--- config.mk ---
export PLATFORM = sky130hd
export DESIGN_NAME = meb_top
export DESIGN_NICKNAME = d
export VERILOG_FILES = /design/src/meb_pkg.sv /design/src/meb_top.sv /design/src/meb_bus_clock_out_gen.sv
export SDC_FILE = /design/constraint.sdc
export NUM_CORES = 1
export LEC_CHECK = 0
export ABC_AREA = 1
export BUFFER_PORTS_ARGS = -buffer_cell sky130_fd_sc_hd__buf_2
export CORE_UTILIZATION = 57
export DETAILED_ROUTE_END_ITERATION = 8
export GPL_ROUTABILITY_DRIVEN = 1
export PLACE_DENSITY_LB_ADDON = 0.25
export SLEW_MARGIN = 0
export SYNTH_ARGS = -nofsm -noshare
export SYNTH_HDL_FRONTEND = slang
export SYNTH_HIERARCHICAL = 1
export SYNTH_SLANG_ARGS = --single-unit
--- constraint.sdc ---
create_clock -name pclk -period 2.6 [get_ports pclk]
set_input_delay 0.52 -clock pclk [delete_from_list [all_inputs] [get_ports pclk]]
set_output_delay 0.52 -clock pclk [all_outputs]
set_load 0.02 [all_outputs]
--- src/meb_pkg.sv ---
package meb_pkg;
    localparam logic [2:0] MODE_SSC = 3'h0;
    localparam logic [2:0] MODE_EMN = 3'h1;
    localparam logic [2:0] MODE_STW = 3'h2;
    localparam logic [2:0] MODE_EMW = 3'h3;
    localparam logic [2:0] MODE_NSC = 3'h4;
    localparam logic [2:0] MODE_NXN = 3'h5;
    localparam logic [2:0] MODE_SPM = 3'h6;
    localparam logic [2:0] MODE_NXW = 3'h7;
    localparam logic [2:0] MODE_RST = 3'h0;

    localparam logic [11:0] OFS_MODE = 12'h000;
    localparam logic [11:0] OFS_PORTE_ASSIGN_REG = 12'h004;
    localparam logic [11:0] OFS_BUS_INTERFACE_CTRL = 12'h008;
    localparam logic [11:0] OFS_PORTE = 12'h00c;
    localparam logic [11:0] OFS_STATUS = 12'h010;

    localparam int MODE_INTERNAL_VISIBILITY_BIT = 3;
    localparam int MODE_LO = 5;
    localparam int MODE_HI = 7;
    localparam int PORTE_ASSIGN_REG_PIPE_STATUS_ENABLE_BIT = 5;
    localparam int PORTE_ASSIGN_REG_BUS_CLOCK_DISABLE_BIT = 4;
    localparam int PORTE_ASSIGN_REG_LOW_STROBE_ENABLE_BIT = 3;
    localparam int PORTE_ASSIGN_REG_READ_WRITE_ENABLE_BIT = 2;
    localparam int BUS_INTERFACE_CTRL_CLOCK_STRETCH_ENABLE_BIT = 0;
    localparam int PORTE_DIR_LO = 8;
    localparam int PORTE_PIN_LO = 16;

    localparam logic [3:0] PORTE_ASSIGN_REG_RST = 4'h0;
    localparam logic [7:0] PORTE_DIR_RST = 8'h00;
    localparam logic [1:0] DATA_CYCLES = 2'h3;
    localparam logic [1:0] CAPTURE_CYCLE = 2'h2;

    typedef struct packed {
        logic [15:0] addr;
        logic [15:0] wdata;
        logic write;
        logic word;
        logic internal;
        logic mapped;
    } meb_req_t;

    typedef struct packed {
        logic no_access_flag_en;
        logic pipe_en;
        logic bus_clock_out_en;
        logic low_byte_strobe_en;
        logic rw_en;
        logic internal_visibility_en;
    } meb_pinfn_t;
endpackage

--- src/meb_top.sv ---
// Implementation choices: the APB slave port and the placing of the registers.
`timescale 1ns/10ps
module meb_top (
    input wire logic pclk,
    input wire logic presetn,
    input wire logic [11:0] paddr,
    input wire logic psel,
    input wire logic penable,
    input wire logic pwrite,
    input wire logic [31:0] pwdata,
    output logic pready,
    output logic [31:0] prdata,
    output logic pslverr,
    input wire logic mode_sel_a,
    input wire logic mode_sel_b,
    input wire logic mode_sel_c,
    input wire logic debug_release,
    output logic cpu_hold,
    input wire logic req_valid,
    input wire meb_pkg::meb_req_t req,
    output logic ack,
    output logic [15:0] rdata,
    input wire logic [1:0] pipe_status,
    input wire logic no_access_flag,
    input wire logic [7:0] porta_in,
    output logic [7:0] porta_out,
    output logic [7:0] porta_oe,
    output logic porta_pullup,
    input wire logic [7:0] portb_in,
    output logic [7:0] portb_out,
    output logic [7:0] portb_oe,
    output logic portb_pullup,
    input wire logic [7:0] pe_in,
    output logic [7:0] pe_out,
    output logic [7:0] pe_oe,
    output logic [7:0] pe_pullup
);
    typedef enum logic [1:0] {ST_IDLE, ST_ADDR, ST_DATA, ST_DONE} meb_state_t;

    logic [2:0] msel_s1_q, msel_s2_q;
    logic [7:0] pa_s1_q, pa_s2_q, pb_s1_q, pb_s2_q, pe_s1_q, pe_s2_q;
    logic [1:0] cap_cnt_q;
    logic captured_q, capture_now;
    logic [2:0] mode_q;
    logic internal_visibility_q, mode_wr_done_q, porte_assign_reg_wr_done_q, clock_stretch_enable_q, cpu_hold_q;
    logic [3:0] porte_assign_reg_q;
    logic [7:0] gpio_data_q, gpio_dir_q;
    logic is_single, is_emul, is_narrow, is_wide, is_periph, is_special, is_expanded;
    meb_pkg::meb_pinfn_t fn;
    logic pready_q, pslverr_q, take, wr_take;
    logic [31:0] prdata_q, rd_mux;
    logic rd_err;
    logic mode_wr_ok, porte_assign_reg_wr_ok;
    meb_state_t state_q;
    meb_pkg::meb_req_t req_q;
    logic second_q, split_q, byte16_q, ack_q;
    logic [1:0] cnt_q;
    logic [15:0] rdata_q, cur_addr;
    logic bus_clock_out;
    logic [7:0] lane_byte;
    logic [7:0] pa_d, pa_oe_d, pb_d, pb_oe_d, pe_d, pe_oe_d, pe_pu_d;
    logic [7:0] pa_q, pa_oe_q, pb_q, pb_oe_q, pe_q, pe_oe_q, pe_pu_q;
    logic pa_pu_q, pb_pu_q;
    logic xfer;

    // Pins are foreign to pclk: two flops before use
    always_ff @(posedge pclk or negedge presetn) begin
        if (!presetn) begin
            msel_s1_q <= 3'h0;
            msel_s2_q <= 3'h0;
            pa_s1_q <= 8'h00;
            pa_s2_q <= 8'h00;
            pb_s1_q <= 8'h00;
            pb_s2_q <= 8'h00;
            pe_s1_q <= 8'h00;
            pe_s2_q <= 8'h00;
        end else begin
            msel_s1_q <= {mode_sel_c, mode_sel_b, mode_sel_a};
            msel_s2_q <= msel_s1_q;
            pa_s1_q <= porta_in;
            pa_s2_q <= pa_s1_q;
            pb_s1_q <= portb_in;
            pb_s2_q <= pb_s1_q;
            pe_s1_q <= pe_in;
            pe_s2_q <= pe_s1_q;
        end
    end

    // Straps are valid only once the synchroniser has filled after release
    assign capture_now = !captured_q && (cap_cnt_q == meb_pkg::CAPTURE_CYCLE);

    always_ff @(posedge pclk or negedge presetn) begin
        if (!presetn) begin
            cap_cnt_q <= 2'h0;
            captured_q <= 1'b0;
        end else if (!captured_q) begin
            cap_cnt_q <= cap_cnt_q + 2'h1;
            captured_q <= capture_now;
        end
    end

    // Mode decode
    always_comb begin
        is_single = (mode_q == meb_pkg::MODE_SSC) || (mode_q == meb_pkg::MODE_NSC);
        is_emul = (mode_q == meb_pkg::MODE_EMN) || (mode_q == meb_pkg::MODE_EMW);
        is_narrow = (mode_q == meb_pkg::MODE_EMN) || (mode_q == meb_pkg::MODE_NXN);
        is_wide = (mode_q == meb_pkg::MODE_EMW) || (mode_q == meb_pkg::MODE_NXW) ||
            (mode_q == meb_pkg::MODE_STW);
        is_periph = (mode_q == meb_pkg::MODE_SPM);
        is_special = (mode_q == meb_pkg::MODE_SSC) || (mode_q == meb_pkg::MODE_STW) || is_periph;
        is_expanded = is_narrow || is_wide;
    end

    // Stored enables are qualified by the mode before reaching the pins
    always_comb begin
        fn.no_access_flag_en = is_emul;
        fn.pipe_en = is_emul || (is_expanded && porte_assign_reg_q[meb_pkg::PORTE_ASSIGN_REG_PIPE_STATUS_ENABLE_BIT - 2]);
        fn.bus_clock_out_en = is_emul || (!is_periph && !porte_assign_reg_q[meb_pkg::PORTE_ASSIGN_REG_BUS_CLOCK_DISABLE_BIT - 2]);
        fn.low_byte_strobe_en = is_emul || (is_wide && porte_assign_reg_q[meb_pkg::PORTE_ASSIGN_REG_LOW_STROBE_ENABLE_BIT - 2]);
        fn.rw_en = is_emul || (is_expanded && porte_assign_reg_q[meb_pkg::PORTE_ASSIGN_REG_READ_WRITE_ENABLE_BIT - 2]);
        fn.internal_visibility_en = internal_visibility_q && (is_wide || (mode_q == meb_pkg::MODE_EMN));
    end

    // APB: one wait state, so every access completes two cycles after setup
    assign take = psel && penable && pready_q;
    assign wr_take = take && pwrite;
    assign mode_wr_ok = wr_take && (paddr == meb_pkg::OFS_MODE) && !is_periph &&
        (is_special || !mode_wr_done_q);
    assign porte_assign_reg_wr_ok = wr_take && (paddr == meb_pkg::OFS_PORTE_ASSIGN_REG) &&
        !((mode_q == meb_pkg::MODE_NXN) && porte_assign_reg_wr_done_q);

    always_comb begin
        rd_mux = 32'h0000_0000;
        rd_err = 1'b0;
        case (paddr)
            meb_pkg::OFS_MODE: begin
                rd_mux[meb_pkg::MODE_HI:meb_pkg::MODE_LO] = mode_q;
                rd_mux[meb_pkg::MODE_INTERNAL_VISIBILITY_BIT] = internal_visibility_q;
                rd_err = is_periph;
            end
            meb_pkg::OFS_PORTE_ASSIGN_REG: begin
                rd_mux[meb_pkg::PORTE_ASSIGN_REG_PIPE_STATUS_ENABLE_BIT:meb_pkg::PORTE_ASSIGN_REG_READ_WRITE_ENABLE_BIT] = porte_assign_reg_q;
            end
            meb_pkg::OFS_BUS_INTERFACE_CTRL: begin
                rd_mux[meb_pkg::BUS_INTERFACE_CTRL_CLOCK_STRETCH_ENABLE_BIT] = clock_stretch_enable_q;
            end
            meb_pkg::OFS_PORTE: begin
                rd_mux = {8'h00, pe_s2_q, gpio_dir_q, gpio_data_q};
            end
            meb_pkg::OFS_STATUS: begin
                rd_mux = {20'h00000, fn, state_q != ST_IDLE, cpu_hold_q, captured_q, mode_q};
            end
            default: begin
                rd_err = 1'b1;
            end
        endcase
    end

    always_ff @(posedge pclk or negedge presetn) begin
        if (!presetn) begin
            pready_q <= 1'b0;
            prdata_q <= 32'h0000_0000;
            pslverr_q <= 1'b0;
        end else begin
            pready_q <= psel && penable && !pready_q;
            prdata_q <= (psel && penable && !pready_q && !pwrite) ? rd_mux : 32'h0000_0000;
            pslverr_q <= psel && penable && !pready_q && rd_err;
        end
    end

    // Mode register: strapped at release, later writes per mode protection
    always_ff @(posedge pclk or negedge presetn) begin
        if (!presetn) begin
            mode_q <= meb_pkg::MODE_RST;
            internal_visibility_q <= 1'b0;
            mode_wr_done_q <= 1'b0;
        end else if (capture_now) begin
            mode_q <= msel_s2_q;
        end else if (mode_wr_ok) begin
            mode_q <= pwdata[meb_pkg::MODE_HI:meb_pkg::MODE_LO];
            internal_visibility_q <= pwdata[meb_pkg::MODE_INTERNAL_VISIBILITY_BIT];
            mode_wr_done_q <= 1'b1;
        end
    end

    // Port E assignment; emulation locks all but clock disable
    always_ff @(posedge pclk or negedge presetn) begin
        if (!presetn) begin
            porte_assign_reg_q <= meb_pkg::PORTE_ASSIGN_REG_RST;
            porte_assign_reg_wr_done_q <= 1'b0;
        end else if (porte_assign_reg_wr_ok) begin
            porte_assign_reg_wr_done_q <= 1'b1;
            if (is_emul) begin
                porte_assign_reg_q[meb_pkg::PORTE_ASSIGN_REG_BUS_CLOCK_DISABLE_BIT - 2] <= pwdata[meb_pkg::PORTE_ASSIGN_REG_BUS_CLOCK_DISABLE_BIT];
            end else begin
                porte_assign_reg_q <= pwdata[meb_pkg::PORTE_ASSIGN_REG_PIPE_STATUS_ENABLE_BIT:meb_pkg::PORTE_ASSIGN_REG_READ_WRITE_ENABLE_BIT];
            end
        end
    end

    // Stretch comes up set in every mode except peripheral
    always_ff @(posedge pclk or negedge presetn) begin
        if (!presetn) begin
            clock_stretch_enable_q <= 1'b1;
        end else if (capture_now) begin
            clock_stretch_enable_q <= (msel_s2_q != meb_pkg::MODE_SPM);
        end else if (wr_take && (paddr == meb_pkg::OFS_BUS_INTERFACE_CTRL)) begin
            clock_stretch_enable_q <= pwdata[meb_pkg::BUS_INTERFACE_CTRL_CLOCK_STRETCH_ENABLE_BIT];
        end
    end

    always_ff @(posedge pclk or negedge presetn) begin
        if (!presetn) begin
            gpio_data_q <= 8'h00;
            gpio_dir_q <= meb_pkg::PORTE_DIR_RST;
        end else if (wr_take && (paddr == meb_pkg::OFS_PORTE)) begin
            gpio_data_q <= pwdata[7:0];
            gpio_dir_q <= pwdata[meb_pkg::PORTE_DIR_LO +: 8];
        end
    end

    // Held from reset; released by the debug controller in special single chip
    always_ff @(posedge pclk or negedge presetn) begin
        if (!presetn) begin
            cpu_hold_q <= 1'b1;
        end else if (capture_now) begin
            cpu_hold_q <= (msel_s2_q == meb_pkg::MODE_SSC) || (msel_s2_q == meb_pkg::MODE_SPM);
        end else if (debug_release && !is_periph) begin
            cpu_hold_q <= 1'b0;
        end
    end

    // External bus cycle engine
    always_ff @(posedge pclk or negedge presetn) begin
        if (!presetn) begin
            state_q <= ST_IDLE;
            req_q <= '0;
            second_q <= 1'b0;
            split_q <= 1'b0;
            byte16_q <= 1'b0;
            cnt_q <= 2'h0;
            ack_q <= 1'b0;
            rdata_q <= 16'h0000;
        end else begin
            ack_q <= 1'b0;
            case (state_q)
                ST_IDLE: begin
                    if (req_valid && captured_q && !is_periph) begin
                        req_q <= req;
                        second_q <= 1'b0;
                        split_q <= is_narrow && !req.internal && !req.mapped && req.word;
                        byte16_q <= !is_narrow || req.mapped || (req.internal && fn.internal_visibility_en);
                        // Hidden internal cycles never reach the pins
                        if (!is_expanded || (req.internal && !req.mapped && !fn.internal_visibility_en)) begin
                            state_q <= ST_DONE;
                        end else begin
                            state_q <= ST_ADDR;
                        end
                    end
                end
                ST_ADDR: begin
                    state_q <= ST_DATA;
                    cnt_q <= meb_pkg::DATA_CYCLES - {1'b0, !clock_stretch_enable_q};
                end
                ST_DATA: begin
                    if (cnt_q != 2'h0) begin
                        cnt_q <= cnt_q - 2'h1;
                    end else begin
                        if (byte16_q) begin
                            rdata_q <= {pa_s2_q, pb_s2_q};
                        end else if (second_q || (!req_q.word && req_q.addr[0])) begin
                            rdata_q[7:0] <= pa_s2_q;
                        end else begin
                            rdata_q[15:8] <= pa_s2_q;
                        end
                        if (split_q && !second_q) begin
                            second_q <= 1'b1;
                            state_q <= ST_ADDR;
                        end else begin
                            state_q <= ST_DONE;
                        end
                    end
                end
                ST_DONE: begin
                    ack_q <= 1'b1;
                    state_q <= ST_IDLE;
                end
                default: begin
                    state_q <= ST_IDLE;
                end
            endcase
        end
    end

    meb_bus_clock_out_gen u_bus_clock_out (
        .pclk(pclk),
        .presetn(presetn),
        .enable(fn.bus_clock_out_en),
        .free_run(is_single),
        .phase_high(state_q == ST_DATA),
        .bus_clock_out(bus_clock_out)
    );

    assign xfer = (state_q == ST_ADDR) || (state_q == ST_DATA);
    assign cur_addr = req_q.addr + {15'h0000, second_q};
    assign lane_byte = (second_q || (!req_q.word && req_q.addr[0])) ? req_q.wdata[7:0] : req_q.wdata[15:8];

    // Pin functions
    always_comb begin
        pa_d = 8'h00;
        pa_oe_d = 8'h00;
        pb_d = 8'h00;
        pb_oe_d = 8'h00;
        if (state_q == ST_ADDR) begin
            pa_d = cur_addr[15:8];
            pb_d = cur_addr[7:0];
            pa_oe_d = 8'hff;
            pb_oe_d = 8'hff;
        end else if (state_q == ST_DATA) begin
            if (byte16_q) begin
                pa_d = req_q.wdata[15:8];
                pb_d = req_q.wdata[7:0];
                pa_oe_d = {8{req_q.write}};
                pb_oe_d = {8{req_q.write}};
            end else begin
                pa_d = lane_byte;
                pa_oe_d = {8{req_q.write}};
                pb_d = cur_addr[7:0];
                pb_oe_d = 8'hff;
            end
        end
        // Port E pins 1:0 are input only
        pe_d = gpio_data_q;
        pe_oe_d = gpio_dir_q & 8'hfc;
        if (fn.no_access_flag_en) begin
            pe_d[7] = no_access_flag;
            pe_oe_d[7] = 1'b1;
        end
        if (fn.pipe_en) begin
            pe_d[6:5] = pipe_status;
            pe_oe_d[6:5] = 2'h3;
        end
        if (fn.bus_clock_out_en) begin
            pe_d[4] = bus_clock_out;
            pe_oe_d[4] = 1'b1;
        end
        if (fn.low_byte_strobe_en) begin
            pe_d[3] = !(xfer && (byte16_q ? req_q.word : !req_q.addr[0]) && !second_q);
            pe_oe_d[3] = 1'b1;
        end
        if (fn.rw_en) begin
            pe_d[2] = !(xfer && req_q.write);
            pe_oe_d[2] = 1'b1;
        end
        // External master owns every port in peripheral mode
        if (is_periph) begin
            pe_oe_d = 8'h00;
        end
        pe_pu_d = ~pe_oe_d;
    end

    always_ff @(posedge pclk or negedge presetn) begin
        if (!presetn) begin
            pa_q <= 8'h00;
            pa_oe_q <= 8'h00;
            pb_q <= 8'h00;
            pb_oe_q <= 8'h00;
            pe_q <= 8'h00;
            pe_oe_q <= 8'h00;
            pe_pu_q <= 8'hff;
            pa_pu_q <= 1'b0;
            pb_pu_q <= 1'b0;
        end else begin
            pa_q <= pa_d;
            pa_oe_q <= pa_oe_d;
            pb_q <= pb_d;
            pb_oe_q <= pb_oe_d;
            pe_q <= pe_d;
            pe_oe_q <= pe_oe_d;
            pe_pu_q <= pe_pu_d;
            pa_pu_q <= 1'b0;
            pb_pu_q <= 1'b0;
        end
    end

    assign pready = pready_q;
    assign prdata = prdata_q;
    assign pslverr = pslverr_q;
    assign cpu_hold = cpu_hold_q;
    assign ack = ack_q;
    assign rdata = rdata_q;
    assign porta_out = pa_q;
    assign porta_oe = pa_oe_q;
    assign porta_pullup = pa_pu_q;
    assign portb_out = pb_q;
    assign portb_oe = pb_oe_q;
    assign portb_pullup = pb_pu_q;
    assign pe_out = pe_q;
    assign pe_oe = pe_oe_q;
    assign pe_pullup = pe_pu_q;
endmodule // meb_top

--- src/meb_bus_clock_out_gen.sv ---
`timescale 1ns/10ps
module meb_bus_clock_out_gen (
    input wire logic pclk,
    input wire logic presetn,
    input wire logic enable,
    input wire logic free_run,
    input wire logic phase_high,
    output logic bus_clock_out
);
    logic bus_clock_out_q;

    // Free-running divide-by-two in single chip, else follows the bus data phase
    always_ff @(posedge pclk or negedge presetn) begin
        if (!presetn) begin
            bus_clock_out_q <= 1'b0;
        end else if (!enable) begin
            bus_clock_out_q <= 1'b0;
        end else if (free_run) begin
            bus_clock_out_q <= ~bus_clock_out_q;
        end else begin
            bus_clock_out_q <= phase_high;
        end
    end

    assign bus_clock_out = bus_clock_out_q;
endmodule // meb_bus_clock_out_gen

# Word-level counts from Yosys, hierarchy flattened
# Cells that the tools add are included.
[totals]
out_inout_bits = 110
in_bits = 117
register_bits = 234
word_cells = 225
[classes]
bitwise_logic = 5
reduce_logical = 93
addsub = 4
muxes = 58
eq_ne = 22
[ops]
columns = ["cell", "count"]
rows = [
  ["two-way mux 8 bit", 15],
  ["logical AND 1 bit", 34],
  ["two-way mux 32 bit", 1],
  ["case mux 16 bit (2 select lines)", 1],
  ["== test 12 x 4 -> 1 bit, second input constant", 2],
  ["logical OR 1 bit", 20],
  ["two-way mux 1 bit", 20],
  ["zero test 1 bit", 18],
  ["adder 16 x 1 -> 16 bit", 1],
  ["two-way mux 16 bit", 1],
  ["nonzero test 2 bit", 8],
  ["== test 3 bit, second input constant", 5],
  ["two-way mux 2 bit", 7],
  ["== test 12 x 3 -> 1 bit, second input constant", 1],
  ["== test 12 x 5 -> 1 bit, second input constant", 1],
  ["zero test 12 bit", 1],
  ["!= test 2 bit, second input constant", 5],
  ["AND reduction 2 bit", 5],
  ["case mux 1 bit (3 select lines)", 3],
  ["NOT 8 bit", 1],
  ["case mux 1 bit (4 select lines)", 2],
  ["case mux 2 bit (4 select lines)", 1],
  ["== test 2 bit, second input constant", 3],
  ["== test 3 x 2 -> 1 bit, second input constant", 2],
  ["16 further kinds", 24],
]

# Logic depth before layout (Yosys ltp)
[depth]
word_depth = 11
ltp_mapped = 11
ltp_nobuf = 11

# Modules after synthesis
# Netlist, hierarchy kept.
[by_module_without_submodules]
columns = ["module", "instances", "seq_area_each_um2", "area_each_um2", "cells_each"]
rows = [
  ["meb_top", 1, 5190.0, 8416.8, 871],
  ["meb_bus_clock_out_gen", 1, 25.0, 42.5, 5],
]

# Least setup slack after synthesis
# Ideal clock, no wire load.
[synth_timing]
kind = "input port to flip-flop"
start = "input port paddr[11]"
end = "register gpio_data_q[3]"
setup_ns = 0.118
t_arrival_ns = 1.455
slack_ns = 1.027
required_time_ns = 2.482
path_stages = 9
path_buffers = 1
path_cell_list = "nor2_1 nand2_2 nor2_4 nand3_4 clkinv_2 nand2_2 buf_4 nand2_1 o21ai_2"
[synth_between]
elab_chain_cells = 2
[synth_rtl]
columns = ["item", "line_no", "source"]
rows = [
  ["start, declared", "meb_top.sv:6", "input wire logic [11:0] paddr,"],
  ["== test 12 x 4 -> 1 bit", "meb_top.sv:216", "end else if (wr_take && (paddr == meb_pkg::OFS_PORTE)) begin"],
  ["logical AND 1 bit", "meb_top.sv:216", ""],
  ["end signal, assigned", "meb_top.sv:217", "gpio_data_q <= pwdata[7:0];"],
  ["end, declared", "meb_top.sv:47", "logic [7:0] gpio_data_q, gpio_dir_q;"],
]
# Every way passes these cells.
# A chain may end at the register's enable or synchronous reset.

# Worst setup path in the final report
[layout_timing]
start = "register state_q[0]"
end = "register pb_q[7], in the netlist portb_out[7]"
[layout_between]
elab_chain_cells = 3
word_cells_on_any_way = 4
cone_classes = "eq/ne (2); mux (2)"
[layout_rtl]
columns = ["item", "line_no", "source"]
rows = [
  ["start, declared", "meb_top.sv:54", "meb_state_t state_q;"],
  ["start signal, assigned", "meb_top.sv:236", "state_q <= ST_IDLE;"],
  ["start signal, assigned", "meb_top.sv:255", "state_q <= ST_DONE;"],
  ["start signal, assigned", "meb_top.sv:257", "state_q <= ST_ADDR;"],
  ["== test 2 bit", "meb_top.sv:319", "end else if (state_q == ST_DATA) begin"],
  ["two-way mux 8 bit", "meb_top.sv:319", ""],
  ["two-way mux 8 bit *", "meb_top.sv:314", "if (state_q == ST_ADDR) begin"],
  ["named net pb_d[7]", "meb_top.sv:61", "logic [7:0] pa_d, pa_oe_d, pb_d, pb_oe_d, pe_d, pe_oe_d, pe_pu_d;"],
  ["end signal, assigned", "meb_top.sv:376", "pb_q <= pb_d;"],
  ["end, declared", "meb_top.sv:62", "logic [7:0] pa_q, pa_oe_q, pb_q, pb_oe_q, pe_q, pe_oe_q, pe_pu_q;"],
]
# The timed path passes the listed nets; every way through them passes the cells marked *.

==> summary.md <==
| Metric | Value |
|---|---|
| Non-filler cells, final | `1274` |
| Number of buffers inserted during clock tree synthesis | `22` |
| Placed Instances | `1233` |
| Run status | `complete, no violations` |
| Count of vias placed by the detailed router | `6434` |
| WP data required | `3.00 ns` |
| Final setup margin | `0.560 ns` |
| Most frequent cell on the critical path | `sky130_fd_sc_hd__inv_1` |
| Overall die area | `15300 um2` |
| Clock sink total | `208` |
| Starting utilization of the core area | `58.2%` |
| Top cells by area, synth | `sky130_fd_sc_hd__dfrtp_1 (59%), sky130_fd_sc_hd__nand2_1 (11%), sky130_fd_sc_hd__nor2_1 (4.2%)` |
| WP data arrival | `2.44 ns` |
| Post-route fraction of the period consumed by the critical path | `78.5%` |
| Async set or reset register ratio after synthesis | `100%` |
| Global-route wire length before repair | `29.6 mm` |
| CP delay by family, top | `buffers and inverters` |
| Pin slew with the least headroom to its limit | `0.604 ns` |
| Peak per-stage delay on the critical path | `0.40 ns` |
| Max Clk Rate | `490 MHz` |
| Final Max Slew Viols | `0` |
| PortBufs | `196` |
| Drt initial violations | `319` |
| Crit-path cells | `inv_1 -> ha_1 -> inv_1 -> nor2_1 -> inv_1 -> a21oi_1 -> nor2_1 -> o21ai_0` |
| Mean instance size in the synthesized netlist | `9.66 um2` |
| Endpoint of the worst setup timing path | `portb_out[7]` |
| Ratio of cells with drive above 1 in the final layout | `27.1%` |
| Cell count after synthesis | `876` |
| R2R Path Start | `state_q[0]` |
| Number of global-route vias before repair | `6161` |
| Fill cell count | `1169` |
| Post-route antenna net violation count | `0` |
| Endpoint of the worst-slack reg-to-reg timing path | `portb_out[7]` |
| Final hold viol count | `0` |
| Count of cell instances traversed by the critical path | `8` |
| Cell types with the highest counts after synthesis | `sky130_fd_sc_hd__nand2_1 (242), sky130_fd_sc_hd__dfrtp_1 (200), sky130_fd_sc_hd__nor2_1 (94)` |
| CTS tree | `yes` |
| Biggest fanout along the worst timing path | `7` |
| Met3 layer wire length in the routed design | `954 um` |
| I/O pin count | `227` |
| Share of synthesized area occupied by flip-flops and latches | `61.6%` |
| Number of buffers added to fix hold violations after cts | `0` |
| FF+latch area | `5220 um2` |
| Main flop type after synthesis | `sky130_fd_sc_hd__dfrtp_1` |
| Crit Path Class | `reg -> reg` |
| GPL Wtd Cong | `0.901` |
| Top cell type's share of synthesized area | `59.2%` |
| Slew margin rel. | `59.6%` |
| Most instantiated library cell after synthesis | `sky130_fd_sc_hd__nand2_1` |
| Met2 wire length | `9.56 mm` |
| Worst reg-to-reg path cell count | `8` |
| Number of levels in the clock H-tree | `1` |
| Total Negative Setup Slacks | `0 ns` |
| All-layer global routing usage | `25.3%` |
| Vertical die dimension | `124 um` |
| Count of standard-cell rows | `44` |
| Gr ovfl total | `0` |
| Worst setup path start | `state_q[0]` |
| Max stage delay cell, worst path | `sky130_fd_sc_hd__dfrtp_1` |
| Detail Placement HPWL | `13.4 mm` |
| Gates resized, CTS repair | `0` |
| Skew-Pair Late Insertion Delay | `0.49 ns` |
| CTS clk-pin slew, worst paths | `0.06 ns` |
| Area of the multi-input gates | `2650 um2` |
| DRT Wirelength | `18.8 mm` |
| Number of search-and-repair iterations in the first detailed-routing pass | `5` |
| DRC violation count after routing | `0` |
| Count of yosys warnings during synthesis | `6` |
| Wire per inst | `14.8 um` |
| DIE WIDTH | `124 um` |
| Final total power | `9820 uW` |
| Antenna violations before repair | `1` |
| Final setup viols | `0` |
| Uppermost layer routed | `met4` |
| PwrDens | `960 nW/um2` |
| Largest net degree at the start of global routing | `65` |
| Clock Tree Buf Depth | `3` |
| Total buffers and inverters traversed by the critical path | `3` |
| Setup repair after global routing missed its margin | `false` |
| Setup Slack @ Placement | `0.443 ns` |
| Layout area overhead | `20.9%` |
| Worst setup EP type | `flop` |
| Number of synthesized register bits | `208` |
| Post-detailed-route via-to-cell ratio | `5.05` |
| Synthesized cell area | `8460 um2` |
| Maximum ir drop on the vdd rail | `0.586 mV` |
| Clock tree root buffer cell | `sky130_fd_sc_hd__clkbuf_16` |
| Post-CTS setup repair buffer count | `0` |
| Maximum Capacitance Violations | `0` |
| Number of distinct library cells after synthesis | `46` |
| Final net count | `1198` |
| Number of enable flip-flop cells after synthesis | `0` |
| Hold slack final | `0.00374 ns` |
| Reported leakage power | `0.00541 uW` |
| Wire length on met1 | `7.82 mm` |
| Cell type contributing the most total cell area after synthesis | `sky130_fd_sc_hd__dfrtp_1` |
| Sort of element at the start of the critical path | `flop` |
| Slack of the worst reg-to-reg path | `0.56 ns` |
| Worst hold-check path type | `in -> async` |
| Clock Skew | `0.0153 ns` |
| Post-route minimum period | `2.04 ns` |
| CORE AREA | `14500 um2` |
cell families (layout without fill, tap and decap cells):
family | count (synthesis) | after routing | synth area share, %
AND/OR/NAND/NOR | 394 | 394 | 19.2
flip-flops | 208 | 208 | 61.6
buffers and inverters | 127 | 328 | 7.59
AO/OA/AOI/OAI | 120 | 120 | 8.24
multiplexers | 9 | 9 | 1.20
adder cells (fa/ha/maj) | 8 | 8 | 1.18
XOR/XNOR | 8 | 8 | 0.828
other | 2 | 15 | 0.0888
power by group:
group / switching (uW) / internal [uW]
clock network: 1190 / 1860
logic: 1680 / 874
registers: 382 / 3840
total: 3250 / 6570
layer usage:
metal | vias to the layer above | GRT usage, %
li1 | 3137 | -
met1 | 3047 | 31.9
met2 | 214 | 45.3
met3 | 36 | 3.71
met4 | 0 | 7.15
met5 | - | 0
how the worst min path moves through the flow:
stage | from | end | slack (ns) | cells past startpoint
2_1_floorplan | presetn | ack | 0.22 | 0
4_1_cts | presetn | req_q[14] | 0.03 | 1
3_5_place_dp | pa_s1_q[7] | pa_s2_q[7] | 0.33 | 0
3_3_place_gp | pe_s1_q[0] | pe_s2_q[0] | 0.33 | 0
6_report | presetn | req_q[14] | 0.004 | 1
5_1_grt | presetn | porta_out[4] | 0.04 | 1
state kept, by name, indices dropped and copies added (netlist names), 4 cells and up:
signal,flops
portb_out,8
prdata,24
pa_s2_q,8
pe_out,8
pe_oe,6
rdata,16
pe_pullup,6
porta_out,8
pe_s1_q,8
req_q,34
pb_s1_q,8
gpio_data_q,8
pa_s1_q,8
gpio_dir_q,8
pb_s2_q,8
pe_s2_q,8
porte_assign_reg_q,4
metrics by stage:
step                      utilization (%)  instance area, um2
after floorplan                         -                8500
after global placement               65.4                9500
after detailed placement             65.4                9500
after CTS                            70.3               10200
after global routing                 70.4               10200
final                                70.4               10200
cell type report:
type | count | area share (%)
Sequential cell | 208 | 51.0
Multi-Input combinational cell | 553 | 25.9
Timing Repair Buffer | 208 | 10.8
Clock buffer | 32 | 6.45
Inverter | 80 | 2.95
Tap cell | 184 | 2.25
Clock inverter | 8 | 0.636
Antenna cell | 1 | 0.0245
cell usage in the layout, fill, tap and decap left out, drive strengths merged, types with 2 or more instances in the layout:
master	Yosys	routed
or2	2	2
nand2	247	247
clkbuf	6	33
inv	78	78
a21oi	24	24
xnor2	2	2
clkinv	2	9
buf	41	207
o22ai	3	3
dfstp	8	8
mux2	9	9
nor3	5	5
nand4	3	3
a31oi	9	9
o211ai	3	3
dfrtp	200	200
nand3	34	34
conb	2	14
xor2	6	6
o21bai	4	4
o21ai	73	73
ha	8	8
nor2	101	101
Power figures use the tool's default switching activity.
